**config.mk**
```make
export PLATFORM = sky130hd
export DESIGN_NAME = xiem_enable_mask
export DESIGN_NICKNAME = d
export VERILOG_FILES = /design/src/xiem_req_gate.v /design/src/xiem_enable_mask.v
export VERILOG_INCLUDE_DIRS = /design/src /design/src/src
export SDC_FILE = /design/constraint.sdc
export NUM_CORES = 1
export LEC_CHECK = 0
export BUFFER_PORTS_ARGS = -buffer_cell sky130_fd_sc_hd__buf_2
export CAP_MARGIN = 20
export CORE_AREA = 10 10 52 74
export CTS_BUF_LIST = sky130_fd_sc_hd__clkbuf_16
export CTS_CLUSTER_DIAMETER = 150
export DETAILED_ROUTE_END_ITERATION = 7
export DIE_AREA = 0 0 62 84
export MAX_ROUTING_LAYER = met4
export PLACE_DENSITY = 0.74
export REMOVE_ABC_BUFFERS = 1
export SLEW_MARGIN = 10
export SYNTH_ARGS = -nofsm -noshare
export SYNTH_HDL_FRONTEND = slang
export SYNTH_SLANG_ARGS = --single-unit
```
**constraint.sdc**
```tcl
create_clock -name sys_clk -period 1.3 [get_ports sys_clk]
set_clock_uncertainty 0.15 [all_clocks]
set_input_delay 0.26 -clock sys_clk [delete_from_list [all_inputs] [get_ports sys_clk]]
set_output_delay 0.26 -clock sys_clk [all_outputs]
set_load 0.02 [all_outputs]
```
**src/xiem_defines.vh**
```
`ifndef XIEM_DEFINES_VH
`define XIEM_DEFINES_VH

// Register map
`define XIEM_ENABLE_ADDR 8'hE6
`define XIEM_ENABLE_RESET 8'h00
`define XIEM_DATA_W 8
`define XIEM_READ_IDLE 8'h00

// Field positions inside the enable register
`define XIEM_BIT_PORT_MATCH 7
`define XIEM_BIT_REG_DROPOUT 6
`define XIEM_BIT_LIN 5
`define XIEM_BIT_CMP_RISE 4
`define XIEM_BIT_CMP_FALL 3
`define XIEM_BIT_COUNTER_ARRAY 2
`define XIEM_BIT_CONV_DONE 1
`define XIEM_BIT_WINDOW_CMP 0

// Number of counter array request lines sharing one gate
`define XIEM_PCA_SRC_W 6
`define XIEM_PCA_IDLE 6'h00

`endif

```
**src/xiem_req_gate.v**
```verilog
`timescale 1ns/1ps
`default_nettype none
`include "xiem_defines.vh"

module xiem_req_gate (
    input wire sys_clk,
    input wire reset,
    input wire [`XIEM_DATA_W-1:0] req_vec,
    input wire [`XIEM_DATA_W-1:0] enable_vec,
    output reg [`XIEM_DATA_W-1:0] gated_vec
);

    // One register stage so every forwarded request leaves from a flip-flop
    always @(posedge sys_clk or posedge reset) begin
        if (reset) begin
            gated_vec <= `XIEM_ENABLE_RESET;
        end else begin
            gated_vec <= req_vec & enable_vec;
        end
    end

endmodule
`default_nettype wire

```
**src/xiem_enable_mask.v**
```verilog
`timescale 1ns/1ps
`default_nettype none
`include "xiem_defines.vh"

module xiem_enable_mask (
    input wire sys_clk,
    input wire reset,
    input wire [7:0] sfr_addr,
    input wire sfr_wr_en,
    input wire sfr_rd_en,
    input wire [7:0] sfr_wdata,
    output reg [7:0] sfr_rdata,
    input wire port_match_req,
    input wire regulator_dropout_req,
    input wire lin_controller_req,
    input wire comparator_rise_req,
    input wire comparator_fall_req,
    input wire [`XIEM_PCA_SRC_W-1:0] counter_array_req,
    input wire conversion_done_flag,
    input wire window_compare_req,
    output reg [`XIEM_DATA_W-1:0] extended_irq_enable_one,
    output wire port_match_irq,
    output wire regulator_dropout_irq,
    output wire lin_controller_irq,
    output wire comparator_rise_irq,
    output wire comparator_fall_irq,
    output wire counter_array_irq,
    output wire conversion_done_irq,
    output wire window_compare_irq
);

    wire addr_hit;
    wire [`XIEM_DATA_W-1:0] req_vec;
    wire [`XIEM_DATA_W-1:0] enable_vec;
    wire [`XIEM_DATA_W-1:0] gated_vec;

    // Named views of the enable fields
    wire port_match_irq_enable;
    wire regulator_dropout_irq_enable;
    wire lin_controller_irq_enable;
    wire comparator_rise_irq_enable;
    wire comparator_fall_irq_enable;
    wire counter_array_irq_enable;
    wire conversion_done_irq_enable;
    wire window_compare_irq_enable;

    assign addr_hit = (sfr_addr == `XIEM_ENABLE_ADDR);

    assign port_match_irq_enable = extended_irq_enable_one[`XIEM_BIT_PORT_MATCH];
    assign regulator_dropout_irq_enable = extended_irq_enable_one[`XIEM_BIT_REG_DROPOUT];
    assign lin_controller_irq_enable = extended_irq_enable_one[`XIEM_BIT_LIN];
    assign comparator_rise_irq_enable = extended_irq_enable_one[`XIEM_BIT_CMP_RISE];
    assign comparator_fall_irq_enable = extended_irq_enable_one[`XIEM_BIT_CMP_FALL];
    assign counter_array_irq_enable = extended_irq_enable_one[`XIEM_BIT_COUNTER_ARRAY];
    assign conversion_done_irq_enable = extended_irq_enable_one[`XIEM_BIT_CONV_DONE];
    assign window_compare_irq_enable = extended_irq_enable_one[`XIEM_BIT_WINDOW_CMP];

    // Enable register; all sources start masked
    always @(posedge sys_clk or posedge reset) begin
        if (reset) begin
            extended_irq_enable_one <= `XIEM_ENABLE_RESET;
        end else if (sfr_wr_en && addr_hit) begin
            extended_irq_enable_one <= sfr_wdata;
        end
    end

    // Registered read; other addresses belong to other blocks, so answer zero
    always @(posedge sys_clk or posedge reset) begin
        if (reset) begin
            sfr_rdata <= `XIEM_READ_IDLE;
        end else if (sfr_rd_en && addr_hit) begin
            sfr_rdata <= extended_irq_enable_one;
        end else begin
            sfr_rdata <= `XIEM_READ_IDLE;
        end
    end

    // Request vector in register bit order; sources are same-clock logic
    assign req_vec[`XIEM_BIT_PORT_MATCH] = port_match_req;
    assign req_vec[`XIEM_BIT_REG_DROPOUT] = regulator_dropout_req;
    assign req_vec[`XIEM_BIT_LIN] = lin_controller_req;
    assign req_vec[`XIEM_BIT_CMP_RISE] = comparator_rise_req;
    assign req_vec[`XIEM_BIT_CMP_FALL] = comparator_fall_req;
    // Any counter array line shares the one gate
    assign req_vec[`XIEM_BIT_COUNTER_ARRAY] = |counter_array_req;
    assign req_vec[`XIEM_BIT_CONV_DONE] = conversion_done_flag;
    assign req_vec[`XIEM_BIT_WINDOW_CMP] = window_compare_req;

    // Enable vector rebuilt from the named fields, so each gate reads its own field
    assign enable_vec[`XIEM_BIT_PORT_MATCH] = port_match_irq_enable;
    assign enable_vec[`XIEM_BIT_REG_DROPOUT] = regulator_dropout_irq_enable;
    assign enable_vec[`XIEM_BIT_LIN] = lin_controller_irq_enable;
    assign enable_vec[`XIEM_BIT_CMP_RISE] = comparator_rise_irq_enable;
    assign enable_vec[`XIEM_BIT_CMP_FALL] = comparator_fall_irq_enable;
    assign enable_vec[`XIEM_BIT_COUNTER_ARRAY] = counter_array_irq_enable;
    assign enable_vec[`XIEM_BIT_CONV_DONE] = conversion_done_irq_enable;
    assign enable_vec[`XIEM_BIT_WINDOW_CMP] = window_compare_irq_enable;

    // Gating is a pure AND; source flags are only read, never cleared here
    xiem_req_gate u_gate (
        .sys_clk(sys_clk),
        .reset(reset),
        .req_vec(req_vec),
        .enable_vec(enable_vec),
        .gated_vec(gated_vec)
    );

    // Forwarded requests, each straight from a gate flip-flop
    assign port_match_irq = gated_vec[`XIEM_BIT_PORT_MATCH];
    assign regulator_dropout_irq = gated_vec[`XIEM_BIT_REG_DROPOUT];
    assign lin_controller_irq = gated_vec[`XIEM_BIT_LIN];
    assign comparator_rise_irq = gated_vec[`XIEM_BIT_CMP_RISE];
    assign comparator_fall_irq = gated_vec[`XIEM_BIT_CMP_FALL];
    assign counter_array_irq = gated_vec[`XIEM_BIT_COUNTER_ARRAY];
    assign conversion_done_irq = gated_vec[`XIEM_BIT_CONV_DONE];
    assign window_compare_irq = gated_vec[`XIEM_BIT_WINDOW_CMP];

endmodule
`default_nettype wire

```
==> results of run 1 <==
-- power by group --
part	switching [mW]	internal (mW)	leakage (nW)
logic	0.0668	0.0672	0.387
registers	0.0115	0.766	0.333
clock network	0.240	0.611	0.0511
total	0.319	1.44	0.772
-- repair_timing --
item                                   CTS  global route
hold buffers                             1             0
endpoints found under the hold margin   24             0
setup buffers                            0             0
-- per-stage QoR --
| step | hold WS (ps) | worst slack, ps | cell area [um^2] | utilization [%] |
|---|---|---|---|---|
| global route | 74.01 | 31.06 | 1309 | 49.98 |
| CTS | 69.52 | 53.18 | 1309 | 49.98 |
| floorplan | 124.6 | 33.34 | 852.1 | - |
| global placement | 107.8 | -74.59 | 1194 | 45.58 |
| detailed placement | 111.1 | -113.2 | 1194 | 45.58 |
| finish | 70.91 | 64.78 | 1309 | 49.98 |
-- synth_stat cells --
library cell	count	area [um^2]
and2_1	15	93.84
and3_2	1	7.510
and4b_1	1	10.01
and4bb_2	1	12.51
dfrtp_1	24	600.6
inv_1	1	3.750
mux2_2	8	90.09
nand3_4	1	17.52
o31a_1	1	8.760
or4_1	1	7.510
-- layout make-up --
class	count	area (um^2)	area share (%)
repair buffers	59	305.3	23.33
inverters	1	3.754	0.2868
multi-input cells	29	247.7	18.93
clock buffers	3	75.07	5.736
clock inverters	1	30.03	2.294
flip-flops and latches	24	600.6	45.89
well taps	37	46.29	3.537
-- flip-flops by register name, indices dropped and copies added (netlist names) --
name                     flops
extended_irq_enable_one      8
u_gate.gated_vec             8
sfr_rdata                    8
-- worst paths after layout --
kind,slack [ps],endpoint,depth (start not counted),startpoint
setup / recovery,60,extended_irq_enable_one[1],1,extended_irq_enable_one[1]
max in group asynchronous,410,extended_irq_enable_one[2],4,reset
hold reg to reg,370,u_gate.gated_vec[5],1,extended_irq_enable_one[5]
min in group asynchronous,400,u_gate.gated_vec[1],4,reset
setup reg to reg,360,extended_irq_enable_one[6],1,extended_irq_enable_one[6]
hold / removal,70,u_gate.gated_vec[5],2,lin_controller_req
-- kinds of logic after synthesis --
group           after synthesis  synth area share [%]
buf+inv                       1                0.4401
compound gates                1                 1.028
flops                        24                 70.49
mux                           8                 10.57
simple gates                 20                 17.48
-- routing by layer --
metal,vias to the layer above,part of all wire [%],GRT usage [%]
li1,309,-,-
met1,295,39,10.26
met2,38,52,14.14
met3,2,7.8,2.591
met4,0,1.8,4.898
met5,-,0,-
==> results.md, run 1 <==
- Critical path endpoint category: output port
- Tot Pwr: roughly 1.8 mW
- Placed cells: roughly 150
- Die extent in x: around 62 um
- Crit-path slowest cell: dfrtp_1
- Commonest non-fill, non-tap cell in the layout: buf_2
- DR vias: roughly 640
- Yosys warning count: 0
- Syn-to-layout area delta: 53.60%
- Row count: 23
- Peak Freq: just over 800 MHz
- Initial Utilization: between 30% and 40%
- Outcome: finished clean
- WL final: 2.265 mm
- DRT iter0 DRCs: 13
- Post-synthesis sequential area ratio: a little over two thirds
- Max FO, Critical Path: 4
- Post-synthesis register bit count: 24
- Sum of negative setup slack: 0 ps
- CTS Sinks: 24
- Family with the most delay on the worst path: flip-flops
- Startpoint types: flop
- Largest net degree at the start of global routing: 16
- Crit-path max cell delay: approximately 400 ps
- Worst min path class: in2reg
- Fin cells: around 150
- Final GP Congestion: between 0.6 and 0.7
- Core area: 0.002619 mm^2
- Num CTS Buffers: 3
- Clk_lat worst skew: about 250 ps
- # fillers: between 200 and 250
- # nets final: roughly 150
- Post-Syn Instances: 54
- Synth unique cells: 10
- Synth Cell Area: about 850 um^2
- Grt total ovfl: 0
- First-pass GRT wire length: 3.484 mm
- Peak VDD IR: roughly 0.0012 V
- Initial antenna violation count: 0
- CP bufs+invs: 1
- Critical-path cell list: buf_2
- Post-CTS sizing: 0
- Die height: 84 um
- Clk root buf: clkbuf_16
- Worst Tran Pin Value: approximately 190 ps
- Router iterations before antenna repair: 2
- Crit Path Class: reg2out
- Setup-failing EPs final: 0
- DRC viols: 0
- CTS tree: yes
- Die area: around 0.0052 mm^2
- ANT nets after route: 0
- Worst slew margin: ~90%
- Post-Syn Area per Cell: approximately 16 um^2
- Max Cap Viol: 0
- Clock-pin transition on the worst setup and hold timing paths: about 60 ps
- Via density: roughly 4.2
- Leakage Power: just under 0.8 nW
- Proportion of layout cells with a drive suffix above 1: between 60% and 70%
- Ant. Diodes: 0
- Unrepaired setup endpoints after global routing: false
- Final Cycle Share: 95.02%
- Clock Path Buffers: 2
- Critical Path RT: slightly below 900 ps
- IO Pins: 57
- Crit path DAT: approximately 830 ps
- Slew Viols, Final: 0
- H-tree Lvls: 1
- GRT Total Usage: 9.203%
- Minimum clock period: about 1200 ps
- PD cells: between 1000 and 1500 mW/mm^2
- Vias in the first global route: approximately 760
- Final hold violation count: 0
- Most frequent cells in the layout: buf_2, dfrtp_1, and2_1
- Wire per inst: ~15 um
- Port Buf Inserts: 56
Note: power is estimated with default switching activity, not from simulation.
==> run 2, diff against run 1 <==
--- a/config.mk
+++ b/config.mk
@@ -8,15 +8,16 @@
 export LEC_CHECK = 0
 export BUFFER_PORTS_ARGS = -buffer_cell sky130_fd_sc_hd__buf_2
 export CAP_MARGIN = 20
-export CORE_AREA = 10 10 52 74
+export CELL_PAD_IN_SITES_DETAIL_PLACEMENT = 0
+export CELL_PAD_IN_SITES_GLOBAL_PLACEMENT = 1
+export CORE_AREA = 10 10 55 79
 export CTS_BUF_LIST = sky130_fd_sc_hd__clkbuf_16
 export CTS_CLUSTER_DIAMETER = 150
 export DETAILED_ROUTE_END_ITERATION = 7
-export DIE_AREA = 0 0 62 84
+export DIE_AREA = 0 0 65 89
 export MAX_ROUTING_LAYER = met4
-export PLACE_DENSITY = 0.74
+export PLACE_DENSITY = 0.82
 export REMOVE_ABC_BUFFERS = 1
-export SLEW_MARGIN = 10
 export SYNTH_ARGS = -nofsm -noshare
 export SYNTH_HDL_FRONTEND = slang
 export SYNTH_SLANG_ARGS = --single-unit
==> constraint.sdc (replaced) <==
create_clock -name sys_clk -period 1.4 [get_ports sys_clk]
set_clock_uncertainty 0.15 [all_clocks]
set_input_delay 0.28 -clock sys_clk [delete_from_list [all_inputs] [get_ports sys_clk]]
set_output_delay 0.28 -clock sys_clk [all_outputs]
set_load 0.02 [all_outputs]
==> run 2 against run 1 <==
Wire length fell by 7.9%. Cell area fell by 0.29%. Count of clock-buffer cells in the layout did not move. Global-route usage fell by 1.6 points. Critical path type unchanged. Largest cell class unchanged. Largest power group unchanged.
==> results.md, run 2 (synthesized netlist as in run 1, its figures left out) <==
- Peak Freq: between 700 and 800 MHz
- Max Cap Viol: 0 (unchanged)
- Commonest non-fill, non-tap cell in the layout: buf_2 (unchanged)
- Most frequent cells in the layout: buf_2, dfrtp_1, and2_1 (unchanged)
- # fillers: 287 (was 248)
- Crit Path Class: reg2out (unchanged)
- Post-CTS sizing: 0 (unchanged)
- Clock-pin transition on the worst setup and hold timing paths: 60 ps (about the same)
- CTS tree: yes (unchanged)
- Grt total ovfl: 0 (unchanged)
- Minimum clock period: approximately 1300 ps
- Initial antenna violation count: 0 (unchanged)
- WL final: 2.087 mm (was 2.265 mm)
- Final GP Congestion: 0.6882 (was 0.6538)
- Worst slew margin: 81.12% (was 87.62%)
- CTS Sinks: 24 (unchanged)
- Crit path DAT: 830 ps (about the same)
- Num CTS Buffers: 3 (unchanged)
- IO Pins: 57 (unchanged)
- H-tree Lvls: 1 (unchanged)
- Cell Area, Placed: 0.001190 mm^2 (was 0.001194 mm^2)
- Crit-path slowest cell: dfrtp_1 (unchanged)
- Largest net degree at the start of global routing: 25 (was 16)
- Largest registers: extended_irq_enable_one: 8 flops, sfr_rdata: 8 flops, u_gate.gated_vec: 8 flops (unchanged)
- DR vias: 630 (was 644)
- Post-Route Utilization: 43.01% (was 49.98%)
- Syn-to-layout area delta: 53.16% (was 53.60%)
- Via density: 4.038 (was 4.182)
- Leakage Power: 0.7668 nW (was 0.7716 nW)
- Vias in the first global route: 711 (was 764)
- Proportion of layout cells with a drive suffix above 1: 62.07% (was 62.39%)
- DRC viols: 0 (unchanged)
- Critical path endpoint category: output port (unchanged)
- Area of the multi-input gates: 247.7 um^2 (unchanged)
- Core area: 0.003034 mm^2 (was 0.002619 mm^2)
- Startpoint types: flop (unchanged)
- Initial Utilization: 28.08% (was 32.54%)
- Die extent in x: 65 um (was 62 um)
- ANT nets after route: 0 (unchanged)
- Clk_lat worst skew: 250 ps (about the same)
- # nets final: 150 (was 151)
- Peak VDD IR: 0.0006637 V (was 0.001167 V)
- Ant. Diodes: 0 (unchanged)
- Router iterations before antenna repair: 3 (was 2)
- Max FO, Critical Path: 4 (unchanged)
- Critical-path cell list: buf_2 (unchanged)
- Outcome: finished clean (unchanged)
- Final hold violation count: 0 (unchanged)
- Design area: 0.001305 mm^2 (was 0.001309 mm^2)
- Unrepaired setup endpoints after global routing: false (unchanged)
- GRT Total Usage: 7.558% (was 9.203%)
- DRT iter0 DRCs: 9 (was 13)
- Setup-failing EPs final: 0 (unchanged)
- Clock Path Buffers: 2 (unchanged)
- Port Buf Inserts: 56 (unchanged)
- Critical Path RT: 970 ps (was 890 ps)
- Die area: 0.005785 mm^2 (was 0.005208 mm^2)
- Family with the most delay on the worst path: flip-flops (unchanged)
- Wire per inst: 13.38 um (was 14.71 um)
- Crit-path max cell delay: 400 ps (about the same)
- Final Cycle Share: roughly nine tenths
- Post-DP HPWL: ~1.8 mm
- PD cells: 1249 mW/mm^2 (was 1347 mW/mm^2)
- Slew Viols, Final: 0 (unchanged)
- Sequential cell area: 600.6 um^2 (unchanged)
- Clk root buf: clkbuf_16 (unchanged)
- First-pass GRT wire length: 3.256 mm (was 3.484 mm)
- Hold Slack: 85.48 ps (was 70.91 ps)
- CP bufs+invs: 1 (unchanged)
- Row count: 25 (was 23)
- Worst Tran Pin Value: 283.3 ps (was 185.7 ps)
- Die height: 89 um (was 84 um)
- Sum of negative setup slack: 0 ps (unchanged)
- Worst min path class: in2reg (unchanged)
-- run 2: changes by cell type in the layout (fill, tap and decap cells not counted) --
cell	delta
buf_4	-1
-- run 2: area by class of cell --
class,count,area share (%)
flip-flops and latches,24,46.02
repair buffers,58,22.82
multi-input cells,29,18.98
clock buffers,3,5.753
well taps,40,3.835
clock inverters,1,2.301
inverters,1,0.2876
-- run 2: repair_timing --
item | in CTS | in global routing
hold buffers | 1 | 0
endpoints found under the hold margin | 24 | 0
buffers inserted | 0 | 0
-- run 2: worst paths after layout --
| kind | startpoint | end | slack (ps) | depth (start not counted) |
|---|---|---|---|---|
| max reg2reg | extended_irq_enable_one[7] | extended_irq_enable_one[7] | 470 | 1 |
| max in group asynchronous | reset | extended_irq_enable_one[6] | 420 | 4 |
| min | comparator_rise_req | u_gate.gated_vec[4] | 90 | 2 |
| min in group asynchronous | reset | sfr_rdata[7] | 460 | 4 |
| max | extended_irq_enable_one[7] | extended_irq_enable_one[7] | 140 | 1 |
| min reg2reg | extended_irq_enable_one[4] | u_gate.gated_vec[4] | 370 | 1 |
-- run 2: per-layer routing --
metal  routed length (um)  track usage, %
met2                 1081           12.59
met3                  146           1.506
met5                    0               -
met4                   51           5.273
met1                  807           7.852
-- run 2: where the power goes --
part           leakage, nW  switching (mW)  total (mW)  internal (mW)
logic                0.383          0.0595       0.120         0.0604
clock network       0.0511           0.221       0.789          0.567
registers            0.333          0.0101       0.721          0.711
-- run 2: per-stage QoR --
step / std cells / total power [mW] / worst slack, ps
floorplan: 54 / 0.7845 / 113.3
global placement: 151 / 0.8520 / 10.29
detailed placement: 151 / 0.8560 / -25.88
CTS: 156 / 1.651 / 132.6
global route: 156 / 1.680 / 103.9
finish: 156 / 1.630 / 140.5
==> run 3, diff against run 2 <==
--- a/config.mk
+++ b/config.mk
@@ -8,15 +8,13 @@
 export LEC_CHECK = 0
 export BUFFER_PORTS_ARGS = -buffer_cell sky130_fd_sc_hd__buf_2
 export CAP_MARGIN = 20
-export CELL_PAD_IN_SITES_DETAIL_PLACEMENT = 0
-export CELL_PAD_IN_SITES_GLOBAL_PLACEMENT = 1
-export CORE_AREA = 10 10 55 79
+export CORE_AREA = 10 10 52 74
 export CTS_BUF_LIST = sky130_fd_sc_hd__clkbuf_16
 export CTS_CLUSTER_DIAMETER = 150
 export DETAILED_ROUTE_END_ITERATION = 7
-export DIE_AREA = 0 0 65 89
+export DIE_AREA = 0 0 62 84
 export MAX_ROUTING_LAYER = met4
-export PLACE_DENSITY = 0.82
+export PLACE_DENSITY = 0.74
 export REMOVE_ABC_BUFFERS = 1
 export SYNTH_ARGS = -nofsm -noshare
 export SYNTH_HDL_FRONTEND = slang
==> run 3 against run 2 <==
Non-clock buffer count rose by 1. Cell count shrank 1.3%. Register-to-register slack about the same. Critical path depth unchanged. Combinational power is essentially flat. Global-route usage rose by 1.8 points. Power rose by 0.34%. Count of clock-buffer cells in the layout did not move.
==> results.md, run 3 (synthesized netlist as in run 1, its figures left out) <==
- Outcome: finished clean (unchanged)
- Wire per inst: 14.67 um (was 13.38 um)
- # nets final: 151 (was 150)
- Initial Utilization: 32.54% (was 28.08%)
- First-pass GRT wire length: 3.581 mm (was 3.256 mm)
- Post-CTS sizing: 0 (unchanged)
- Post-Route Utilization: 49.98% (was 43.01%)
- Gate power share: 7.5% (was 7.4%)
- Area of the multi-input gates: 247.7 um^2 (unchanged)
- CP bufs+invs: 1 (unchanged)
- Via density: 4.260 (was 4.038)
- Hold Slack: 86.96 ps (was 85.48 ps)
- Crit path DAT: 830 ps (about the same)
- Int Power: 1.341 mW (was 1.339 mW)
- ANT nets after route: 0 (unchanged)
- Worst Tran Pin Value: 184.2 ps (was 283.3 ps)
- Initial antenna violation count: 0 (unchanged)
- Die height: 84 um (was 89 um)
- DRT iter0 DRCs: 17 (was 9)
- Ant. Diodes: 0 (unchanged)
- Clk pwr share: 48.3% (was 48.4%)
- Setup-failing EPs final: 0 (unchanged)
- Sw Pwr: 294.7 uW (was 291.0 uW)
- Switching share of power: 18.02% (was 17.85%)
- Core area: 0.002619 mm^2 (was 0.003034 mm^2)
- Hold depth: 2 (unchanged)
- Worst min path class: in2reg (unchanged)
- R2r endpoint: extended_irq_enable_one[2] (was extended_irq_enable_one[7])
- Reg2Reg Setup Slack: 470 ps (about the same)
- Sequential cell area: 600.6 um^2 (unchanged)
- Port Buf Inserts: 56 (unchanged)
- Crit Path Class: reg2out (unchanged)
- Commonest non-fill, non-tap cell in the layout: buf_2 (unchanged)
- Startpoint types: flop (unchanged)
- Die area: 0.005208 mm^2 (was 0.005785 mm^2)
- Leakage Power: 0.7716 nW (was 0.7668 nW)
- Clk_lat worst skew: 250 ps (about the same)
- # fillers: 247 (was 287)
- CTS Sinks: 24 (unchanged)
- Crit-path slowest cell: dfrtp_1 (unchanged)
- Critical Path RT: 970 ps (about the same)
- Part of the power in registers: 44.2% (was 44.3%)
- Syn-to-layout area delta: 53.60% (was 53.16%)
- Num CTS Buffers: 3 (unchanged)
- WP depth: 1 (unchanged)
- Most frequent cells in the layout: buf_2, dfrtp_1, and2_1 (unchanged)
- Die extent in x: 62 um (was 65 um)
- Reg2reg path depth: 1 (unchanged)
- Vias in the first global route: 795 (was 711)
- Proportion of layout cells with a drive suffix above 1: 62.39% (was 62.07%)
- GRT Total Usage: 9.386% (was 7.558%)
- Worst Hold End: u_gate.gated_vec[0] (was u_gate.gated_vec[4])
- Final Cycle Share: 89.70% (was 89.97%)
- Clock Path Buffers: 2 (unchanged)
- Critical path endpoint category: output port (unchanged)
- IO Pins: 57 (unchanged)
- Largest registers: extended_irq_enable_one: 8 flops, sfr_rdata: 8 flops, u_gate.gated_vec: 8 flops (unchanged)
- Min-delay src: window_compare_req (was comparator_rise_req)
- Setup repair bufs after CTS: 0 (unchanged)
- Grt total ovfl: 0 (unchanged)
- Slew Viols, Final: 0 (unchanged)
- Max Cap Viol: 0 (unchanged)
- Worst slew margin: 87.72% (was 81.12%)
- WL final: 2.259 mm (was 2.087 mm)
- Family with the most delay on the worst path: flip-flops (unchanged)
- Worst R2R Start: extended_irq_enable_one[2] (was extended_irq_enable_one[7])
- Unrepaired setup endpoints after global routing: false (unchanged)
- Critical-path cell list: buf_2 (unchanged)
- Final GP Congestion: 0.6538 (was 0.6882)
- PD cells: 1250 mW/mm^2 (was 1249 mW/mm^2)
- H-tree Lvls: 1 (unchanged)
- Clock-pin transition on the worst setup and hold timing paths: 60 ps (about the same)
- DR vias: 656 (was 630)
- Router iterations before antenna repair: 3 (unchanged)
- Largest net degree at the start of global routing: 16 (was 25)
- Peak Freq: 796.3 MHz (was 793.9 MHz)
- Peak VDD IR: 0.0006990 V (was 0.0006637 V)
- CTS tree: yes (unchanged)
- Tot Pwr: 1.636 mW (was 1.630 mW)
- Row count: 23 (was 25)
- Final hold violation count: 0 (unchanged)
- Crit-path max cell delay: 400 ps (about the same)
- Max FO, Critical Path: 4 (unchanged)
- Minimum clock period: 1256 ps (was 1260 ps)
- DRC viols: 0 (unchanged)
- Clk root buf: clkbuf_16 (unchanged)
==> run 3: changes by cell type in the layout (fill, tap and decap cells not counted) <==
cell | before | now
buf_4 | 1 | 2
==> run 3: repair_timing <==
action                     in CTS  in global routing
hold endpoints to repair       24                  0
setup endpoints to repair       0                  0
hold buffers                    1                  0
==> run 3: cell type report <==
class	instances	area share (%)
sequential	24	45.89
timing repair buffer	59	23.33
multi-input combinational	29	18.93
clock buffer	3	5.736
clock inverter	1	2.294
tap	37	3.537
inverter	1	0.2868
==> run 3: power by group through the flow <==
stage | logic, mW | clock network [mW] | registers, mW
finish | 0.123 | 0.790 | 0.722
global route | 0.136 | 0.831 | 0.725
CTS | 0.127 | 0.804 | 0.722
detailed placement | 0.125 | 0 | 0.735
global placement | 0.120 | 0 | 0.734
floorplan | 0.0288 | 0 | 0.756
==> run 3: worst max-delay path by stage <==
stage	from	endpoint	slack, ps
CTS	extended_irq_enable_one[3]	extended_irq_enable_one[3]	140
global placement	sfr_addr[3]	extended_irq_enable_one[3]	5
global route	extended_irq_enable_one[0]	extended_irq_enable_one[0]	100
detailed placement	sfr_addr[3]	extended_irq_enable_one[7]	-30
floorplan	counter_array_req[1]	u_gate.gated_vec[2]	110
finish	extended_irq_enable_one[3]	extended_irq_enable_one[3]	140
==> run 3: routing by layer <==
metal / part of all wire, % / up-vias / global-route usage [%]
li1: - / 307 / -
met1: 38 / 307 / 9.730
met4: 1.9 / 0 / 5.510
met3: 7.8 / 2 / 2.591
met5: 0 / - / -
met2: 53 / 40 / 14.98
==> run 3: stage by stage <==
step | worst slack (ps) | setup TNS, ps | cells | cell area (um^2)
finish | 144.2 | 0 | 154 | 1309
global route | 95.51 | 0 | 154 | 1309
CTS | 137.6 | 0 | 154 | 1309
detailed placement | -34.47 | -257.6 | 149 | 1194
global placement | 5.413 | 0 | 149 | 1194
floorplan | 113.3 | 0 | 54 | 852.1
